==> src/inc/dtap_pkg.sv <==
// Shared constants for the dual auto-reload timer and wave block
package dtap_pkg;
  // Register byte addresses
  localparam logic [3:0] OFF_CONTROL     = 4'h0;
  localparam logic [3:0] OFF_MODE        = 4'h1;
  localparam logic [3:0] OFF_CONTROL_B   = 4'h2;
  localparam logic [3:0] OFF_CLOCK       = 4'h3;
  localparam logic [3:0] OFF_U0_LOW_CNT  = 4'h4;
  localparam logic [3:0] OFF_U1_LOW_CNT  = 4'h5;
  localparam logic [3:0] OFF_U0_HIGH_CNT = 4'h6;
  localparam logic [3:0] OFF_U1_HIGH_CNT = 4'h7;
  localparam logic [3:0] OFF_U0_LOW_RLD  = 4'h8;
  localparam logic [3:0] OFF_U1_LOW_RLD  = 4'h9;
  localparam logic [3:0] OFF_U0_HIGH_RLD = 4'ha;
  localparam logic [3:0] OFF_U1_HIGH_RLD = 4'hb;

  // Control register fields
  localparam int BIT_RUN0  = 4;
  localparam int BIT_FLAG0 = 5;
  localparam int BIT_RUN1  = 6;
  localparam int BIT_FLAG1 = 7;
  // Mode register fields, unit n at base 4*n
  localparam int POS_MODE  = 0;
  localparam int BIT_CT    = 2;
  localparam int BIT_GATE  = 3;
  localparam int UNIT_STEP = 4;
  // Control B fields
  localparam int POS_PSC0  = 0;
  localparam int POS_PSC1  = 3;
  localparam int BIT_WAVE0 = 6;
  localparam int BIT_WAVE1 = 7;
  // Clock control fields
  localparam int BIT_DBL0  = 0;
  localparam int BIT_DBL1  = 1;
  localparam int BIT_FAST  = 2;
  localparam int POS_TPS   = 4;

  // Reset values
  localparam logic [7:0] RST_CONTROL   = 8'h00;
  localparam logic [7:0] RST_MODE      = 8'h00;
  localparam logic [7:0] RST_CONTROL_B = 8'h24;
  localparam logic [7:0] RST_CLOCK     = 8'h04;
  localparam logic [7:0] RST_BYTE      = 8'h00;

  // Mode encodings
  localparam logic [1:0] MODE_VAR   = 2'b00;
  localparam logic [1:0] MODE_AR16  = 2'b01;
  localparam logic [1:0] MODE_AR8   = 2'b10;
  localparam logic [1:0] MODE_SPLIT = 2'b11;
endpackage : dtap_pkg

==> src/logic/dtap_prescale.sv <==
// Shared timer prescaler and per-unit count step enables
`timescale 1ns/100ps
module dtap_prescale (
  input  wire logic       i_clk,
  input  wire logic       i_rst,
  input  wire logic [3:0] i_value,
  input  wire logic       i_fast,
  input  wire logic [1:0] i_dbl,
  output logic      [1:0] o_step
);
  import dtap_pkg::*;

  logic [3:0] cnt_reg;
  logic       tick;
  logic [1:0] phase_reg;

  assign tick = (cnt_reg == i_value);

  always_ff @(posedge i_clk) begin
    if (i_rst || tick) begin
      cnt_reg <= 4'h0;
    end else begin
      cnt_reg <= cnt_reg + 4'h1;
    end
  end

  genvar n;
  generate
    for (n = 0; n < 2; n++) begin : g_unit
      // Compatibility mode with the double-rate bit set halves the rate
      always_ff @(posedge i_clk) begin
        if (i_rst) begin
          phase_reg[n] <= 1'b0;
        end else if (tick) begin
          phase_reg[n] <= ~phase_reg[n];
        end
      end
      always_comb begin
        if (i_fast && !i_dbl[n]) begin
          o_step[n] = 1'b1;
        end else if (!i_fast && i_dbl[n]) begin
          o_step[n] = tick & phase_reg[n];
        end else begin
          o_step[n] = tick;
        end
      end
    end
  endgenerate
endmodule : dtap_prescale

==> src/logic/dtap_wave.sv <==
// One wave output channel: buffered compare, PWM and toggle modes
`timescale 1ns/100ps
module dtap_wave (
  input  wire logic       i_clk,
  input  wire logic       i_rst,
  input  wire logic       i_adv,
  input  wire logic       i_wrap,
  input  wire logic [7:0] i_next,
  input  wire logic [7:0] i_duty,
  input  wire logic       i_toggle_mode,
  output logic            o_level
);
  import dtap_pkg::*;

  logic [7:0] buffered_compare_reg;

  // Duty only lands at the wrap, so a mid-period write cannot glitch
  always_ff @(posedge i_clk) begin
    if (i_rst) begin
      buffered_compare_reg <= RST_BYTE;
    end else if (i_wrap && !i_toggle_mode) begin
      buffered_compare_reg <= i_duty;
    end
  end

  always_ff @(posedge i_clk) begin
    if (i_rst) begin
      o_level <= 1'b0;
    end else if (i_toggle_mode) begin
      if (i_wrap) begin
        o_level <= ~o_level;
      end
    end else if (i_wrap) begin
      o_level <= (i_duty != 8'h00);
    end else if (i_adv && i_next == buffered_compare_reg) begin
      o_level <= 1'b0;
    end
  end
endmodule : dtap_wave

==> src/logic/dtap_timer.sv <==
// Two auto-reload timer/counter units with wave outputs and registers
// Operation
// - Mode 1 16-bit count, reload, flag on wrap
// - Reload pair resets to zero
// - Mode 1 period is 65536 minus reload
// - Prescaler applies per fast mode and double-rate bit
// - Mode 2 low byte reloads from high byte
// - Mode 2 period is 256 minus high byte
// - Unit 1 reload pair is storage in mode 2
// - Unit 1 mode 3 freezes its count
// - Unit 0 mode 3 high byte uses unit 1
// - Unit 1 flag follows the split high half during unit 0 split
// - Split halves overflow every 256 steps
// - Flags and gate keep working under PWM
// - Output high on wrap, low on compare
// - Duty copied to compare only at wrap
// - Zero duty keeps output low
// - PWM mode 0 uses logarithmic low-byte prescaler
// - PWM mode 1 low byte reloads linearly
// - High time is duty out of 256
// - PWM mode 2 toggles output on overflow
// - PWM mode 3 gives two split channels
// - PWM mode 3 frequency set by prescaler only
// - Count when run and gate open
// - Two mode bits select the mode
//
// The plain strobed port and the placing of the registers are this design's own decisions.
`timescale 1ns/100ps
module dtap_timer (
  input  wire logic       i_clk,
  input  wire logic       i_rst,
  input  wire logic [3:0] i_addr,
  input  wire logic [7:0] i_wdata,
  input  wire logic       i_wr,
  input  wire logic       i_rd,
  output logic      [7:0] o_rdata,
  input  wire logic       i_unit0_gate_pin,
  input  wire logic       i_unit1_gate_pin,
  input  wire logic       i_unit0_pin,
  input  wire logic       i_unit1_pin,
  output logic            o_unit0_pin,
  output logic            o_unit0_pin_oe,
  output logic            o_unit1_pin,
  output logic            o_unit1_pin_oe,
  output logic            o_unit0_overflow_flag,
  output logic            o_unit1_overflow_flag,
  output logic            o_unit1_baud_pulse
);
  import dtap_pkg::*;

  logic [7:0] timer_control_reg;
  logic [7:0] timer_mode_reg;
  logic [7:0] timer_control_b_reg;
  logic [7:0] clock_control_reg;
  logic [7:0] low_count_reg   [2];
  logic [7:0] high_count_reg  [2];
  logic [7:0] low_reload_reg  [2];
  logic [7:0] high_reload_reg [2];
  logic [7:0] low_count_next  [2];
  logic [7:0] high_count_next [2];
  logic [7:0] rdata_reg;

  logic [1:0] step;
  logic [1:0] pin_prev_reg;
  logic [1:0] pin_fall;
  logic [1:0] mode [2];
  logic [1:0] gate_pin;
  logic [1:0] run;
  logic [1:0] wave_en;
  logic [1:0] ovf;
  logic [1:0] high_adv;
  logic [1:0] low_adv;
  logic       split0;
  logic       split_high_adv;
  logic       split_high_ovf;
  logic       low_ovf0;
  logic [1:0] set_flag;
  logic [1:0] wave_adv;
  logic [1:0] wave_wrap;
  logic [7:0] wave_next [2];
  logic [7:0] wave_duty [2];
  logic [1:0] wave_toggle;

  assign run      = {timer_control_reg[BIT_RUN1], timer_control_reg[BIT_RUN0]};
  assign wave_en  = {timer_control_b_reg[BIT_WAVE1],
                     timer_control_b_reg[BIT_WAVE0]};
  assign gate_pin = {i_unit1_gate_pin, i_unit0_gate_pin};
  assign split0   = (mode[0] == MODE_SPLIT);

  dtap_prescale u_prescale (
    .i_clk   (i_clk),
    .i_rst   (i_rst),
    .i_value (clock_control_reg[POS_TPS +: 4]),
    .i_fast  (clock_control_reg[BIT_FAST]),
    .i_dbl   ({clock_control_reg[BIT_DBL1], clock_control_reg[BIT_DBL0]}),
    .o_step  (step)
  );

  // Counter inputs are taken on a falling edge of the unit pin
  always_ff @(posedge i_clk) begin
    if (i_rst) begin
      pin_prev_reg <= 2'b00;
    end else begin
      pin_prev_reg <= {i_unit1_pin, i_unit0_pin};
    end
  end
  assign pin_fall = pin_prev_reg & ~{i_unit1_pin, i_unit0_pin};

  genvar n;
  generate
    for (n = 0; n < 2; n++) begin : g_unit
      logic       gate;
      logic       ct;
      logic       enable;
      logic       adv;
      logic [7:0] low_mask;
      logic [2:0] psc;

      assign mode[n] = timer_mode_reg[UNIT_STEP*n + POS_MODE +: 2];
      assign gate    = timer_mode_reg[UNIT_STEP*n + BIT_GATE];
      assign ct      = timer_mode_reg[UNIT_STEP*n + BIT_CT];
      assign psc     = timer_control_b_reg[(n == 0 ? POS_PSC0 : POS_PSC1) +: 3];
      assign enable  = run[n] & (~gate | gate_pin[n]);
      // Unit 1 in split mode holds, just as with its run bit clear
      assign adv     = enable & (ct ? pin_fall[n] : step[n])
                       & ~(n == 1 && mode[n] == MODE_SPLIT);
      assign low_mask = 8'((9'h002 << psc) - 9'h001);

      always_comb begin
        low_count_next[n]  = low_count_reg[n];
        high_count_next[n] = high_count_reg[n];
        low_adv[n]  = 1'b0;
        high_adv[n] = 1'b0;
        ovf[n]      = 1'b0;
        unique case (mode[n])
          MODE_VAR: begin
            // Low byte is a logarithmic prescaler of psc+1 bits
            if (adv) begin
              low_adv[n] = 1'b1;
              if ((low_count_reg[n] & low_mask) == low_mask) begin
                low_count_next[n]  = 8'h00;
                high_count_next[n] = high_count_reg[n] + 8'h01;
                high_adv[n] = 1'b1;
                ovf[n]      = (high_count_reg[n] == 8'hff);
              end else begin
                low_count_next[n] = low_count_reg[n] + 8'h01;
              end
            end
          end
          MODE_AR16: begin
            if (adv && wave_en[n]) begin
              low_adv[n] = 1'b1;
              if (low_count_reg[n] == 8'hff) begin
                low_count_next[n]  = low_reload_reg[n];
                high_count_next[n] = high_count_reg[n] + 8'h01;
                high_adv[n] = 1'b1;
                ovf[n]      = (high_count_reg[n] == 8'hff);
              end else begin
                low_count_next[n] = low_count_reg[n] + 8'h01;
              end
            end else if (adv) begin
              low_adv[n] = 1'b1;
              high_adv[n] = 1'b1;
              if ({high_count_reg[n], low_count_reg[n]} == 16'hffff) begin
                low_count_next[n]  = low_reload_reg[n];
                high_count_next[n] = high_reload_reg[n];
                ovf[n] = 1'b1;
              end else begin
                {high_count_next[n], low_count_next[n]} =
                  {high_count_reg[n], low_count_reg[n]} + 16'h0001;
              end
            end
          end
          MODE_AR8: begin
            // Reload pair untouched here, so software may use it freely
            if (adv) begin
              low_adv[n] = 1'b1;
              if (low_count_reg[n] == 8'hff) begin
                low_count_next[n] = high_count_reg[n];
                ovf[n] = 1'b1;
              end else begin
                low_count_next[n] = low_count_reg[n] + 8'h01;
              end
            end
          end
          MODE_SPLIT: begin
            if (n == 0) begin
              if (adv) begin
                low_adv[n] = 1'b1;
                low_count_next[n] = low_count_reg[n] + 8'h01;
                ovf[n] = (low_count_reg[n] == 8'hff);
              end
              if (split_high_adv) begin
                high_adv[n] = 1'b1;
                high_count_next[n] = high_count_reg[n] + 8'h01;
              end
            end
          end
        endcase
      end
    end
  endgenerate

  // Split high half counts timer steps only, run by unit 1's run bit
  assign split_high_adv = split0 & run[1] & step[0];
  assign split_high_ovf = split_high_adv & (high_count_reg[0] == 8'hff);
  assign low_ovf0       = ovf[0];

  assign set_flag[0] = low_ovf0;
  assign set_flag[1] = split0 ? split_high_ovf : ovf[1];
  assign o_unit1_baud_pulse = ovf[1];

  // Wave channel 0 follows unit 0; channel 1 follows unit 1, or the split high half when unit 0 is in split mode
  always_comb begin
    wave_toggle = {mode[1] == MODE_AR8, mode[0] == MODE_AR8};
    if (split0) begin
      wave_adv[0]  = low_adv[0];
      wave_wrap[0] = low_ovf0;
      wave_next[0] = low_count_next[0];
      wave_duty[0] = low_reload_reg[0];
    end else if (mode[0] == MODE_AR8) begin
      wave_adv[0]  = low_adv[0];
      wave_wrap[0] = ovf[0];
      wave_next[0] = low_count_next[0];
      wave_duty[0] = high_reload_reg[0];
    end else begin
      wave_adv[0]  = high_adv[0];
      wave_wrap[0] = ovf[0];
      wave_next[0] = high_count_next[0];
      wave_duty[0] = high_reload_reg[0];
    end
    if (split0) begin
      wave_toggle[1] = 1'b0;
      wave_adv[1]  = split_high_adv;
      wave_wrap[1] = split_high_ovf;
      wave_next[1] = high_count_next[0];
      wave_duty[1] = high_reload_reg[0];
    end else if (mode[1] == MODE_AR8) begin
      wave_adv[1]  = low_adv[1];
      wave_wrap[1] = ovf[1];
      wave_next[1] = low_count_next[1];
      wave_duty[1] = high_reload_reg[1];
    end else begin
      wave_adv[1]  = high_adv[1];
      wave_wrap[1] = ovf[1];
      wave_next[1] = high_count_next[1];
      wave_duty[1] = high_reload_reg[1];
    end
  end

  dtap_wave u_wave0 (
    .i_clk         (i_clk),
    .i_rst         (i_rst),
    .i_adv         (wave_adv[0]),
    .i_wrap        (wave_wrap[0]),
    .i_next        (wave_next[0]),
    .i_duty        (wave_duty[0]),
    .i_toggle_mode (wave_toggle[0]),
    .o_level       (o_unit0_pin)
  );

  dtap_wave u_wave1 (
    .i_clk         (i_clk),
    .i_rst         (i_rst),
    .i_adv         (wave_adv[1]),
    .i_wrap        (wave_wrap[1]),
    .i_next        (wave_next[1]),
    .i_duty        (wave_duty[1]),
    .i_toggle_mode (wave_toggle[1]),
    .o_level       (o_unit1_pin)
  );

  // Pins drive only with the wave enable; timer selection is software's job
  assign o_unit0_pin_oe = wave_en[0];
  assign o_unit1_pin_oe = wave_en[1];

  // Control register: a hardware set beats a software clear in one cycle
  always_ff @(posedge i_clk) begin
    if (i_rst) begin
      timer_control_reg <= RST_CONTROL;
    end else begin
      if (i_wr && i_addr == OFF_CONTROL) begin
        timer_control_reg <= i_wdata & 8'hf0;
      end
      if (set_flag[0]) begin
        timer_control_reg[BIT_FLAG0] <= 1'b1;
      end
      if (set_flag[1]) begin
        timer_control_reg[BIT_FLAG1] <= 1'b1;
      end
    end
  end
  assign o_unit0_overflow_flag = timer_control_reg[BIT_FLAG0];
  assign o_unit1_overflow_flag = timer_control_reg[BIT_FLAG1];

  always_ff @(posedge i_clk) begin
    if (i_rst) begin
      timer_mode_reg      <= RST_MODE;
      timer_control_b_reg <= RST_CONTROL_B;
      clock_control_reg   <= RST_CLOCK;
    end else if (i_wr) begin
      if (i_addr == OFF_MODE) begin
        timer_mode_reg <= i_wdata;
      end
      if (i_addr == OFF_CONTROL_B) begin
        timer_control_b_reg <= i_wdata;
      end
      if (i_addr == OFF_CLOCK) begin
        clock_control_reg <= i_wdata & 8'hf7;
      end
    end
  end

  // Count bytes: a software write takes precedence over counting
  generate
    for (n = 0; n < 2; n++) begin : g_store
      always_ff @(posedge i_clk) begin
        if (i_rst) begin
          low_count_reg[n]  <= RST_BYTE;
          high_count_reg[n] <= RST_BYTE;
        end else begin
          low_count_reg[n]  <= low_count_next[n];
          high_count_reg[n] <= high_count_next[n];
          if (i_wr && i_addr == OFF_U0_LOW_CNT + 4'(n)) begin
            low_count_reg[n] <= i_wdata;
          end
          if (i_wr && i_addr == OFF_U0_HIGH_CNT + 4'(n)) begin
            high_count_reg[n] <= i_wdata;
          end
        end
      end
      always_ff @(posedge i_clk) begin
        if (i_rst) begin
          low_reload_reg[n]  <= RST_BYTE;
          high_reload_reg[n] <= RST_BYTE;
        end else if (i_wr) begin
          if (i_addr == OFF_U0_LOW_RLD + 4'(n)) begin
            low_reload_reg[n] <= i_wdata;
          end
          if (i_addr == OFF_U0_HIGH_RLD + 4'(n)) begin
            high_reload_reg[n] <= i_wdata;
          end
        end
      end
    end
  endgenerate

  // Read data stands for the one cycle after the strobe; else zero
  always_ff @(posedge i_clk) begin
    if (i_rst || !i_rd) begin
      rdata_reg <= 8'h00;
    end else begin
      unique case (i_addr)
        OFF_CONTROL:     rdata_reg <= timer_control_reg;
        OFF_MODE:        rdata_reg <= timer_mode_reg;
        OFF_CONTROL_B:   rdata_reg <= timer_control_b_reg;
        OFF_CLOCK:       rdata_reg <= clock_control_reg;
        OFF_U0_LOW_CNT:  rdata_reg <= low_count_reg[0];
        OFF_U1_LOW_CNT:  rdata_reg <= low_count_reg[1];
        OFF_U0_HIGH_CNT: rdata_reg <= high_count_reg[0];
        OFF_U1_HIGH_CNT: rdata_reg <= high_count_reg[1];
        OFF_U0_LOW_RLD:  rdata_reg <= low_reload_reg[0];
        OFF_U1_LOW_RLD:  rdata_reg <= low_reload_reg[1];
        OFF_U0_HIGH_RLD: rdata_reg <= high_reload_reg[0];
        OFF_U1_HIGH_RLD: rdata_reg <= high_reload_reg[1];
        default:         rdata_reg <= 8'h00;
      endcase
    end
  end
  assign o_rdata = rdata_reg;
endmodule : dtap_timer

==> config.mk <==
export PLATFORM = sky130hd
export DESIGN_NAME = dtap_timer
export DESIGN_NICKNAME = d
export VERILOG_FILES = /design/src/inc/dtap_pkg.sv /design/src/logic/dtap_prescale.sv /design/src/logic/dtap_wave.sv /design/src/logic/dtap_timer.sv
export SDC_FILE = /design/constraint.sdc
export NUM_CORES = 1
export LEC_CHECK = 0
export BUFFER_PORTS_ARGS = -buffer_cell sky130_fd_sc_hd__buf_2
export CAP_MARGIN = 10
export CELL_PAD_IN_SITES_DETAIL_PLACEMENT = 0
export CELL_PAD_IN_SITES_GLOBAL_PLACEMENT = 1
export CORE_MARGIN = 1
export CORE_UTILIZATION = 35
export CTS_BUF_LIST = sky130_fd_sc_hd__clkbuf_16
export DETAILED_ROUTE_END_ITERATION = 10
export MAX_ROUTING_LAYER = met4
export PLACE_DENSITY = 0.62
export SYNTH_ARGS = -nofsm -noshare
export SYNTH_HDL_FRONTEND = slang
export SYNTH_SLANG_ARGS = --single-unit
==> constraint.sdc <==
create_clock -name i_clk -period 4.07 [get_ports i_clk]
set_clock_uncertainty 0.05 [all_clocks]
set_input_delay 0.2035 -clock i_clk [delete_from_list [all_inputs] [get_ports i_clk]]
set_output_delay 0.2035 -clock i_clk [all_outputs]
set_load 0.02 [all_outputs]
# Word level (Yosys, flattened, before mapping)
# Memories as Yosys holds them, arrays and structs flattened.
# Index checks and enable logic that the tools add are counted.
word_totals:
  word_cells: 268
  regBits: 61
  mem_bits_rw: 64
  n_memories: 4
op_classes:
  n_eq_ne: 30
  n_mux: 136
  bitwise_logic: 35
  shifts: 2
  addsub: 9
  n_reduce_logical: 37
mem_list:
  columns: ["memory", "words", "word_bits", "rd", "rd_clocked_by_memory_dff", "wr", "line", "rtl"]
  rows:
  - ["high_count_reg", 2, 8, 2, 0, 2, "dtap_timer.sv:56", "logic [7:0] high_count_reg [2];"]
  - ["high_reload_reg", 2, 8, 2, 0, 2, "dtap_timer.sv:58", "logic [7:0] high_reload_reg [2];"]
  - ["low_count_reg", 2, 8, 2, 0, 2, "dtap_timer.sv:55", "logic [7:0] low_count_reg [2];"]
  - ["low_reload_reg", 2, 8, 2, 0, 2, "dtap_timer.sv:57", "logic [7:0] low_reload_reg [2];"]
op_table:
  columns: ["op", "n"]
  rows:
  - ["$mux W8", 49]
  - ["$pmux W8 S12", 1]
  - ["$mux W1", 78]
  - ["$pmux W8 S3", 2]
  - ["$add A16 B1 Y16 const B", 2]
  - ["$add A8 B1 Y8 const B", 4]
  - ["$eq A16 B16 Y1 const B", 2]
  - ["$eq A8 B8 Y1", 4]
  - ["$eq A8 B8 Y1 const B", 4]
  - ["$pmux W8 S4", 1]
  - ["$and A8 B8 Y8", 2]
  - ["$eq A4 B3 Y1 const B", 4]
  - ["$eq A4 B4 Y1 const B", 4]
  - ["$pmux W8 S2", 1]
  - ["$reduce_bool A8 Y1", 2]
  - ["$shl A2 B3 Y8 const A", 2]
  - ["$sub A8 B1 Y8 const B", 2]
  - ["$logic_and A1 B1 Y1", 15]
  - ["$or A1 B1 Y1", 14]
  - ["$and A1 B1 Y1", 10]
  - ["$reduce_and A2 Y1", 5]
  - ["$eq A2 B2 Y1 const B", 4]
  - ["$eq A4 B2 Y1 const B", 2]
  - ["$reduce_bool A2 Y1", 4]
  - ["15 further kinds", 31]

# Depth between registers and ports, before layout
# Gate-level depths: netlist of the first run.
depth:
  word_depth: 17
  depth_mapped: 14
  depth_no_buf: 12

# Cells and area by module
# From an unflattened synthesis of the first run, not the netlist that was laid out.
hier_totals:
  cells_unflattened: 1274
  hier_area_um2: 9844.4
by_module_without_submodules:
  columns: ["mod", "n_inst", "cells_each", "area_each_um2"]
  rows:
  - ["dtap_timer", 1, 1154, 8648.3]
  - ["dtap_wave", 2, 45, 450.4]
  - ["dtap_prescale", 1, 30, 295.3]

# Least setup slack after synthesis of the first run
# OpenSTA, ideal clock, no wires.
synth_timing:
  kind: "register to register"
  startpoint: "mem low_count_reg[1][3]"
  endpoint: "reg u_wave1.o_level"
  required_ps: 3904
  t_arrival_ps: 2879
  path_stages_with_launch: 13
  period_less_slack_ps: 3045
  path_slack_ps: 1025
  setup_time_ps: 116
  cell_sequence: "edfxtp_1 buf_4 and4_4 a21bo_2 o21ai_4 nand3_2 or4_1 and3_1 a31oi_1 xor2_1 a2111oi_0 a41oi_1 a31o_1"
synth_rtl:
  columns: ["item", "line", "rtl"]
  rows:
  - ["from (decl)", "dtap_timer.sv:55", null]
  - ["to (signal assigned)", "dtap_wave.sv:31", "o_level <= ~o_level;"]
  - ["to (signal assigned)", "dtap_wave.sv:34", "o_level <= (i_duty != 8'h00);"]
  - ["to (decl)", "dtap_wave.sv:11", "output logic o_level"]

==> flow_summary.toml, run 1 <==
[clocking]
cts_sinks = 125
cts_inserted_buffers = 17
clk_pin_slew_worst_paths_ns = 0.07
clk_latency_ns = 0.43
cts-htree-levels = 4
cts_tree = "yes"
root_buffer = "clkbuf_16"
cts_buffer_depth = 2

[global_route]
grt_overflow_total = 0
antenna_found_initial = 2
grt_pass1_wl_mm = 65.18
grt_max_degree = 60
grt_usage_pct = 32.51
first_global_vias = 9560

[die]
io_pins = 35
die_w_um = 168.7
core_um2 = 27100
start_util_pct = 35.88
rows = 60
dieArea_um2 = 28450
dieHeight_um = 168.7

[setup_path]
crit_end = "u_wave1.o_level"
critPathSlowestCell = "or4_1"
r2r-start = "low_count_reg[1][1]"
worstSetupPathType = "register to register"
worst_setup_path_end_kind = "register"
cp.arrival_ns = 4.06
crit_chain = "ha_1, nand4_2, or4_1, nor2_1, o311ai_0, a32oi_1, nand2_1, xor2_1, a2111oi_0, a41oi_1, a31o_1"
r2r_end = "u_wave1.o_level"
rrSetupSlack_ns = 0.27
cpPeakStageDelay_ns = 0.78
cp_max_fo = 8
r2r_cells = 11
cp.required_ns = 4.33
startpoint = "low_count_reg[1][1]"
crit_path_start_kind = "register"

[synth]
synth_compound_area_share_pct = 26.48
yosysTopAreaCell = "dfxtp_1"
synth-edff-count = 48
synth-adder-area-share_pct = 0.6434
synth_top_family_by_area = "simple AND/OR/NAND/NOR gates"
synth_flop_cell = "dfxtp_1"
synth_top_area_share_pct = 15.85
async_flop_share_pct = 0
synth.cell_area_um2 = 9723
synthMuxAreaShare_pct = 6.138
synth_area_per_cell_um2 = 7.567
yosysUniqueCellTypes = 86
postSynthCellCount = 1285
ys_seq_elements = 125
netlist_top_cells_area = "dfxtp_1, edfxtp_1, nor2_1"
yosys_warnings = 0
ys_seq_area_share_pct = 30.68
synth-simple-area-share_pct = 26.70
synth-xor-area-share_pct = 4.054

[route]
first_iter_violations = 1440
drc = 0
routed_wl_mm = 44.78
drtAntennaViolNets = 0
wire_per_inst_um = 26.30
vias = 10480
drtPass1Iterations = 6
vias_per_cell = 6.153

[sta]
finalHoldWorstSlack_ns = 0.2024
setup_tns_ns = 0
max-slew-margin-rel_pct = 34.40
tightestPinTransition_ns = 0.9819
fin_crit_ns = 3.796
grt_setup_unrepaired = "no"
fin_crit_sh_pct = 93.27
finalHoldViolCount = 0
max_freq_ghz = 0.2634
setup_viol = 0
slew_violations = 0

[final_layout]
stdcell_count = 1703
area_growth_pct = 13.94
final_common_cell = "nor2_1"
multi_input_area_um2 = 6296
drive_gt1_share_pct = 12.26
fillers = 2886
nets = 1342
final_cell_mix = "nor2_1, nand2_1, a21oi_1"
regArea_um2 = 2983

[placed_design]
place_inst = 1668
gp_congestion = 0.9782
portBuffers = 34
dp_hpwl_mm = 32.15

[min_path]
hold_path.class = "primary input to register"

[run]
maxCapViolations = 0

[power_and_ir_drop]
ir_drop_v = 0.0002152
p_leak_nw = 3.985
pwr_density_cell_nw_per_um2 = 304.3

[run_status]
status = "complete, no violations"
-- area by class of cell --
class,instances,share of cell area (%)
repair buffers,102,6.189
diodes,1,0.02259
clock inverters,15,1.242
multi-input cells,1049,56.83
clock buffers,17,3.840
inverters,22,0.7454
flip-flops and latches,125,26.93
well taps,372,4.201
-- worst max-delay path, delay by kind of cell, from the launching register on --
kind                     cells  cell delay [ns]
AO/OA/AOI/OAI                5             1.27
AND/OR/NAND/NOR              4             1.31
flip-flops                   1             0.49
XOR/XNOR                     1             0.15
adder cells (fa/ha/maj)      1             0.39
-- how the worst min path moves through the flow --
| stage | start | endpoint | slack, ns | cells after the start |
|---|---|---|---|---|
| after detailed placement | i_unit0_pin | pin_prev_reg[0] | 0.39 | 2 |
| after floorplan | i_unit0_pin | pin_prev_reg[0] | 0.28 | 1 |
| after CTS | i_wdata[2] | high_count_reg[0][2] | 0.18 | 3 |
| after global routing | i_rst | u_wave1.buffered_compare_reg[2] | 0.20 | 2 |
| final | i_wdata[2] | high_count_reg[0][2] | 0.20 | 3 |
| after global placement | i_unit0_pin | pin_prev_reg[0] | 0.38 | 2 |
-- stage by stage --
stage	setup WS [ns]	utilization, %	power (mW)	instance area (um^2)
5_1_grt	0.001298	40.88	3.465	11080
3_5_place_dp	0.1485	38.71	1.856	10490
3_3_place_gp	0.07355	38.71	1.860	10490
4_1_cts	0.1161	40.86	3.361	11070
2_1_floorplan	1.025	-	1.665	9779
6_report	0.2740	40.88	3.371	11080
-- cells in the mapped netlist, types with 12 or more instances --
cell      instances
inv_1            21
clkbuf_1         71
o22ai_1          14
o21ai_0          93
nor3_1           38
xnor2_1          28
mux2i_1          45
dfxtp_1          77
nand2b_1         16
a21oi_1          96
and3_1           16
a311oi_1         13
nor2b_1          17
xor2_1           17
nand3_1          45
a31oi_1          18
a211oi_1         18
nand2_1         146
o31ai_1          12
edfxtp_1         48
buf_2            19
nor2_1          167
and2_1           39
-- metal layers --
metal | vias up | track usage, % | share of wire, %
li1 | 4762 | - | -
met1 | 5008 | 45.57 | 45
met2 | 605 | 45.24 | 41
met3 | 103 | 7.061 | 10
met4 | 0 | 12.09 | 3.9
met5 | - | - | 0
-- power breakdown --
| part | switching (mW) | internal (mW) |
|---|---|---|
| Combinational | 0.281 | 0.139 |
| Clock | 0.675 | 0.848 |
| Sequential | 0.0809 | 1.35 |
-- what timing repair did --
| action | in CTS | in global routing |
|---|---|---|
| gates resized for setup | 0 | 1 |
| setup endpoints to repair | 0 | 1 |
| hold endpoints to repair | 2 | 0 |
| setup buffers | 0 | 0 |
| hold buffers | 2 | 0 |
-- logic make-up after synthesis --
kind of cell	count (synthesis)
AOI/OAI and AO/OA	386
xor gates and xnor gates	45
adders and majority gates	5
buffers and inverters	126
DFF	125
muxes	53
other	1
and+or+nand+nor	544
No activity file was read; power rests on OpenSTA's default activity.
==> inputs of run 2 (changes only) <==
==> constraint.sdc (replaced) <==
create_clock -name i_clk -period 4.07 [get_ports i_clk]
set_clock_uncertainty 0.05 [all_clocks]
set_input_delay 1.0175 -clock i_clk [delete_from_list [all_inputs] [get_ports i_clk]]
set_output_delay 1.0175 -clock i_clk [all_outputs]
set_load 0.02 [all_outputs]
==> run 2 against run 1 <==
Against the previous run: clock power rose by 11%; first-iteration DRC count fell by 20%; final area rose by 1.4%; critical endpoint is now o_unit1_baud_pulse; global-route usage rose by 0.38 points; sequential cell count did not move; largest cell class unchanged; combinational power fell by 3%; sequential share of layout area fell by 0.36 points; hold slack improved by 0.23 ns; worst setup slack improved by 0.019 ns; register-to-register slack improved by 0.19 ns; utilization rose by 0.56 points.
==> flow_summary.toml, run 2 (synthesis gave the netlist of run 1 again) <==
[setup_path]
cp.arrival_ns = 2.71
rrSetupSlack_ns = 0.46
crit_path_start_kind = "register"
cpPeakStageDelay_ns = 0.75
crit_chain = "ha_1, nand4_2, or4_1, o22ai_1, and2_1, buf_2"
critPathSlowestCell = "or4_1"
worst_setup_path_end_kind = "output pin"
cp_max_fo = 8
r2r_cells = 11
cp.required_ns = 3.00
worstSetupPathType = "register to output pin"

[global_route]
grt_max_degree = 45
first_global_vias = 9786
grt_pass1_wl_mm = 66.18
antenna_found_initial = 1
grt_overflow_total = 0
grt_usage_pct = 32.89

[sta]
finalHoldViolCount = 0
setup_tns_ns = 0
tightestPinTransition_ns = 1.098
max-slew-margin-rel_pct = 26.22
fin_crit_sh_pct = 92.79
slew_violations = 0
max_freq_ghz = 0.2648
setup_viol = 0
fin_crit_ns = 3.777
grt_setup_unrepaired = "no"

[power_and_ir_drop]
pwr_density_cell_nw_per_um2 = 314.3
switching_share_pct = 29.90
switching_power_mw = 1.056
p_comb_share_pct = 11.6
p_seq_share_pct = 40.5
p_leak_nw = 4.089
p_int_mw = 2.474
ir_drop_v = 0.0002563
clkPwrFrac_pct = 47.9
finalPower_mw = 3.530

[route]
drc = 0
wire_per_inst_um = 26.23
drtPass1Iterations = 5
vias_per_cell = 6.078
drtAntennaViolNets = 0
first_iter_violations = 1155
vias = 10420
routed_wl_mm = 44.99

[final_layout]
area_growth_pct = 15.49
regArea_um2 = 2983
final_cell_mix = "nor2_1, nand2_1, a21oi_1"
nets = 1355
diodes = 0
drive_gt1_share_pct = 13.33
fillers = 2891
final_common_cell = "nor2_1"
multi_input_area_um2 = 6295

[clocking]
cts_setup_buffers = 0
cts_sinks = 125
clk_pin_slew_worst_paths_ns = 0.07
root_buffer = "clkbuf_16"
clk_latency_ns = 0.44
cts_inserted_buffers = 17
cts-htree-levels = 4
cts_resized = 0
cts_buffer_depth = 2
postCtsHoldBufs = 0
cts_tree = "yes"

[die]
core_um2 = 27100
rows = 60
dieHeight_um = 168.7
io_pins = 35
die_w_um = 168.7
dieArea_um2 = 28450
start_util_pct = 35.88

[min_path]
worstHoldPathCells = 1
hold_path.class = "register to register"

[placed_design]
gp_congestion = 0.9853
dp_hpwl_mm = 32.66
portBuffers = 34

[run]
maxCapViolations = 0

[run_status]
status = "complete, no violations"
[run 2: cell count changes in the layout (fill, tap and decap cells not counted), sizes merged]
| cell | before | now |
|---|---|---|
| bufinv | 1 | 2 |
| clkinvlp | 3 | 1 |
| clkbuf | 17 | 19 |
| dlygate4sd3 | 2 | 0 |
| buf | 100 | 115 |
| diode | 1 | 0 |
| clkinv | 8 | 7 |
[run 2: path summary, 6_finish.rpt]
| check | endpoint | startpoint |
|---|---|---|
| setup / recovery | o_unit1_baud_pulse | low_count_reg[1][0] |
| hold / removal | u_prescale.cnt_reg[0] | u_prescale.cnt_reg[0] |
| setup reg to reg | u_wave1.o_level | low_count_reg[1][3] |
| hold reg to reg | u_prescale.cnt_reg[0] | u_prescale.cnt_reg[0] |
[run 2: layer usage]
layer	part of all wire, %	vias to the layer above	track usage (%)
met3	8.9	80	5.915
met5	0	-	-
met2	42	510	46.30
li1	-	4805	-
met4	3.4	0	12.65
met1	46	5028	46.30
[run 2: worst max-delay path: cells and delay by family (launching register included)]
| family | cells | cell delay [ns] |
|---|---|---|
| AO/OA/AOI/OAI | 1 | 0.25 |
| adder cells (fa/ha/maj) | 1 | 0.35 |
| buffers and inverters | 1 | 0.16 |
| flip-flops | 1 | 0.36 |
| AND/OR/NAND/NOR | 3 | 1.15 |
[run 2: layout make-up]
type                       instances  share of cell area (%)
multi-input combinational       1049                   56.06
sequential                       125                   26.56
timing repair buffer             115                   6.930
clock buffer                      19                   4.234
tap                              372                   4.145
clock inverter                    13                   1.337
inverter                          22                  0.7354
[run 2: power groups by stage]
stage               registers [mW]  logic (mW)  clock network [mW]
CTS                           1.43       0.401                1.71
global placement              1.46       0.402                   0
floorplan                     1.41       0.258                   0
detailed placement            1.45       0.399                   0
global route                  1.43       0.436                1.77
finish                        1.43       0.409                1.69
[run 2: through the flow]
step | instances | hold slack [ns] | setup slack, ns | cell area [um^2] | utilization, %
3_5_place_dp | 1683 | 0.4207 | 0.1281 | 10600 | 39.13
4_1_cts | 1715 | 0.4364 | 0.3185 | 11230 | 41.44
3_3_place_gp | 1683 | 0.4151 | 0.1855 | 10600 | 39.13
6_report | 1715 | 0.4336 | 0.2934 | 11230 | 41.44
5_1_grt | 1715 | 0.4862 | 0.1685 | 11230 | 41.44
2_1_floorplan | 1300 | 0.3911 | 0.5077 | 9779 | -
==> inputs of run 3 (changes only) <==
- BUFFER_PORTS_ARGS: -buffer_cell sky130_fd_sc_hd__buf_2 -> not set
- DONT_BUFFER_PORTS: not set -> 1
- PLACE_DENSITY: 0.62 -> 0.61
==> run 3 against run 2 <==
Against the previous run: final area decreased by 1.7%; clock power down 5%; sequential share of layout area grew 0.47 points; utilization down 0.72 points; clock-buffer cell count down 2; critical path depth did not move; non-clock buffer count decreased by 33; die area is the same; via count fell by 0.59%; wire length down 0.80%; sequential cell count is the same.
==> flow_summary.toml, run 3 (synthesis gave the netlist of run 1 again) <==
[die]
dieHeight_um = 168.7
die_w_um = 168.7
rows = 60
start_util_pct = 35.88
core_um2 = 27100
dieArea_um2 = 28450
io_pins = 35

[route]
first_iter_violations = 1331
drtPass1Iterations = 5
drc = 0
vias = 10360
drtAntennaViolNets = 0
wire_per_inst_um = 26.53
routed_wl_mm = 44.63
vias_per_cell = 6.161

[setup_path]
cp.required_ns = 3.00
worstSetupPathType = "register to output pin"
crit_path_start_kind = "register"
cp.arrival_ns = 2.93
r2r_cells = 13
worst_setup_path_end_kind = "output pin"
rrSetupSlack_ns = 0.42
cp_max_fo = 6

[power_and_ir_drop]
pwr_density_cell_nw_per_um2 = 305.0
ir_drop_v = 0.0002908
p_leak_nw = 3.920

[final_layout]
multi_input_area_um2 = 6295
regArea_um2 = 2983
drive_gt1_share_pct = 11.15
nets = 1322
final_cell_mix = "nor2_1, nand2_1, a21oi_1"
diodes = 0
fillers = 2871
area_growth_pct = 13.50
final_common_cell = "nor2_1"

[run]
maxCapViolations = 0

[global_route]
grt_max_degree = 76
grt_overflow_total = 0
first_global_vias = 9746
antenna_found_initial = 0
grt_pass1_wl_mm = 66.31
grt_usage_pct = 32.80

[placed_design]
portBuffers = 0
gp_congestion = 0.9844
dp_hpwl_mm = 32.54

[sta]
grt_setup_unrepaired = "no"
finalHoldViolCount = 0
max-slew-margin-rel_pct = 22.46
fin_crit_sh_pct = 98.11
slew_violations = 0
max_freq_ghz = 0.2504
setup_tns_ns = 0
finalHoldWorstSlack_ns = 0.4343
setup_viol = 0
fin_crit_ns = 3.993
tightestPinTransition_ns = 1.154

[clocking]
cts_sinks = 125
clk_pin_slew_worst_paths_ns = 0.07
clk_latency_ns = 0.44
cts_inserted_buffers = 17
cts_setup_buffers = 0
cts_resized = 0
root_buffer = "clkbuf_16"
cts-htree-levels = 4
cts_tree = "yes"
cts_buffer_depth = 2
postCtsHoldBufs = 0

[min_path]
worstHoldPathCells = 1
hold_path.class = "register to register"

[run_status]
status = "complete, no violations"
run 3: final cells by class:
cell class / instances / share of cell area (%)
clock buffer: 17 / 3.855
multi-input combinational: 1049 / 57.04
clock inverter: 15 / 1.531
sequential: 125 / 27.03
tap: 372 / 4.218
inverter: 22 / 0.7483
timing repair buffer: 82 / 5.578
run 3: where the power goes:
part	switching, mW	internal, mW	leakage [nW]
Sequential	0.0859	1.35	1.09
Combinational	0.201	0.130	2.53
Clock	0.723	0.880	0.292
Total	1.01	2.36	3.92
run 3: final timing paths:
path | end | startpoint
worst min-delay path | u_prescale.cnt_reg[0] | u_prescale.cnt_reg[0]
worst max-delay path | o_unit1_baud_pulse | low_count_reg[1][1]
worst max register to register | u_wave1.o_level | low_count_reg[1][1]
worst min register to register | u_prescale.cnt_reg[0] | u_prescale.cnt_reg[0]
run 3: metal layers:
| metal | vias to the layer above | track usage (%) | part of all wire (%) | wire length [um] |
|---|---|---|---|---|
| li1 | 4728 | - | - | - |
| met1 | 4995 | 45.53 | 46 | 20350 |
| met2 | 560 | 47.09 | 42 | 18710 |
| met3 | 79 | 5.775 | 8.9 | 3965 |
| met4 | 0 | 12.45 | 3.6 | 1606 |
| met5 | - | - | 0 | 0 |
run 3: worst max-delay path, cell delays in order (launching register included):
cell      delay (ns)
edfxtp_1        0.54
ha_1            0.28
nand4_2         0.21
or4_1           0.69
buf_4           0.21
o22ai_1         0.22
and2_1          0.33
run 3: through the flow:
| stage | std cells | utilization, % | cell area (um^2) | total power [mW] | setup WS [ns] |
|---|---|---|---|---|---|
| after floorplan | 1300 | - | 9779 | 1.665 | 0.5077 |
| after CTS | 1682 | 40.72 | 11040 | 3.372 | 0.1020 |
| after global placement | 1650 | 38.53 | 10440 | 1.780 | 0.2382 |
| final | 1682 | 40.72 | 11040 | 3.366 | 0.07690 |
| after global routing | 1682 | 40.72 | 11040 | 3.465 | 0.02905 |
| after detailed placement | 1650 | 38.53 | 10440 | 1.777 | 0.2145 |
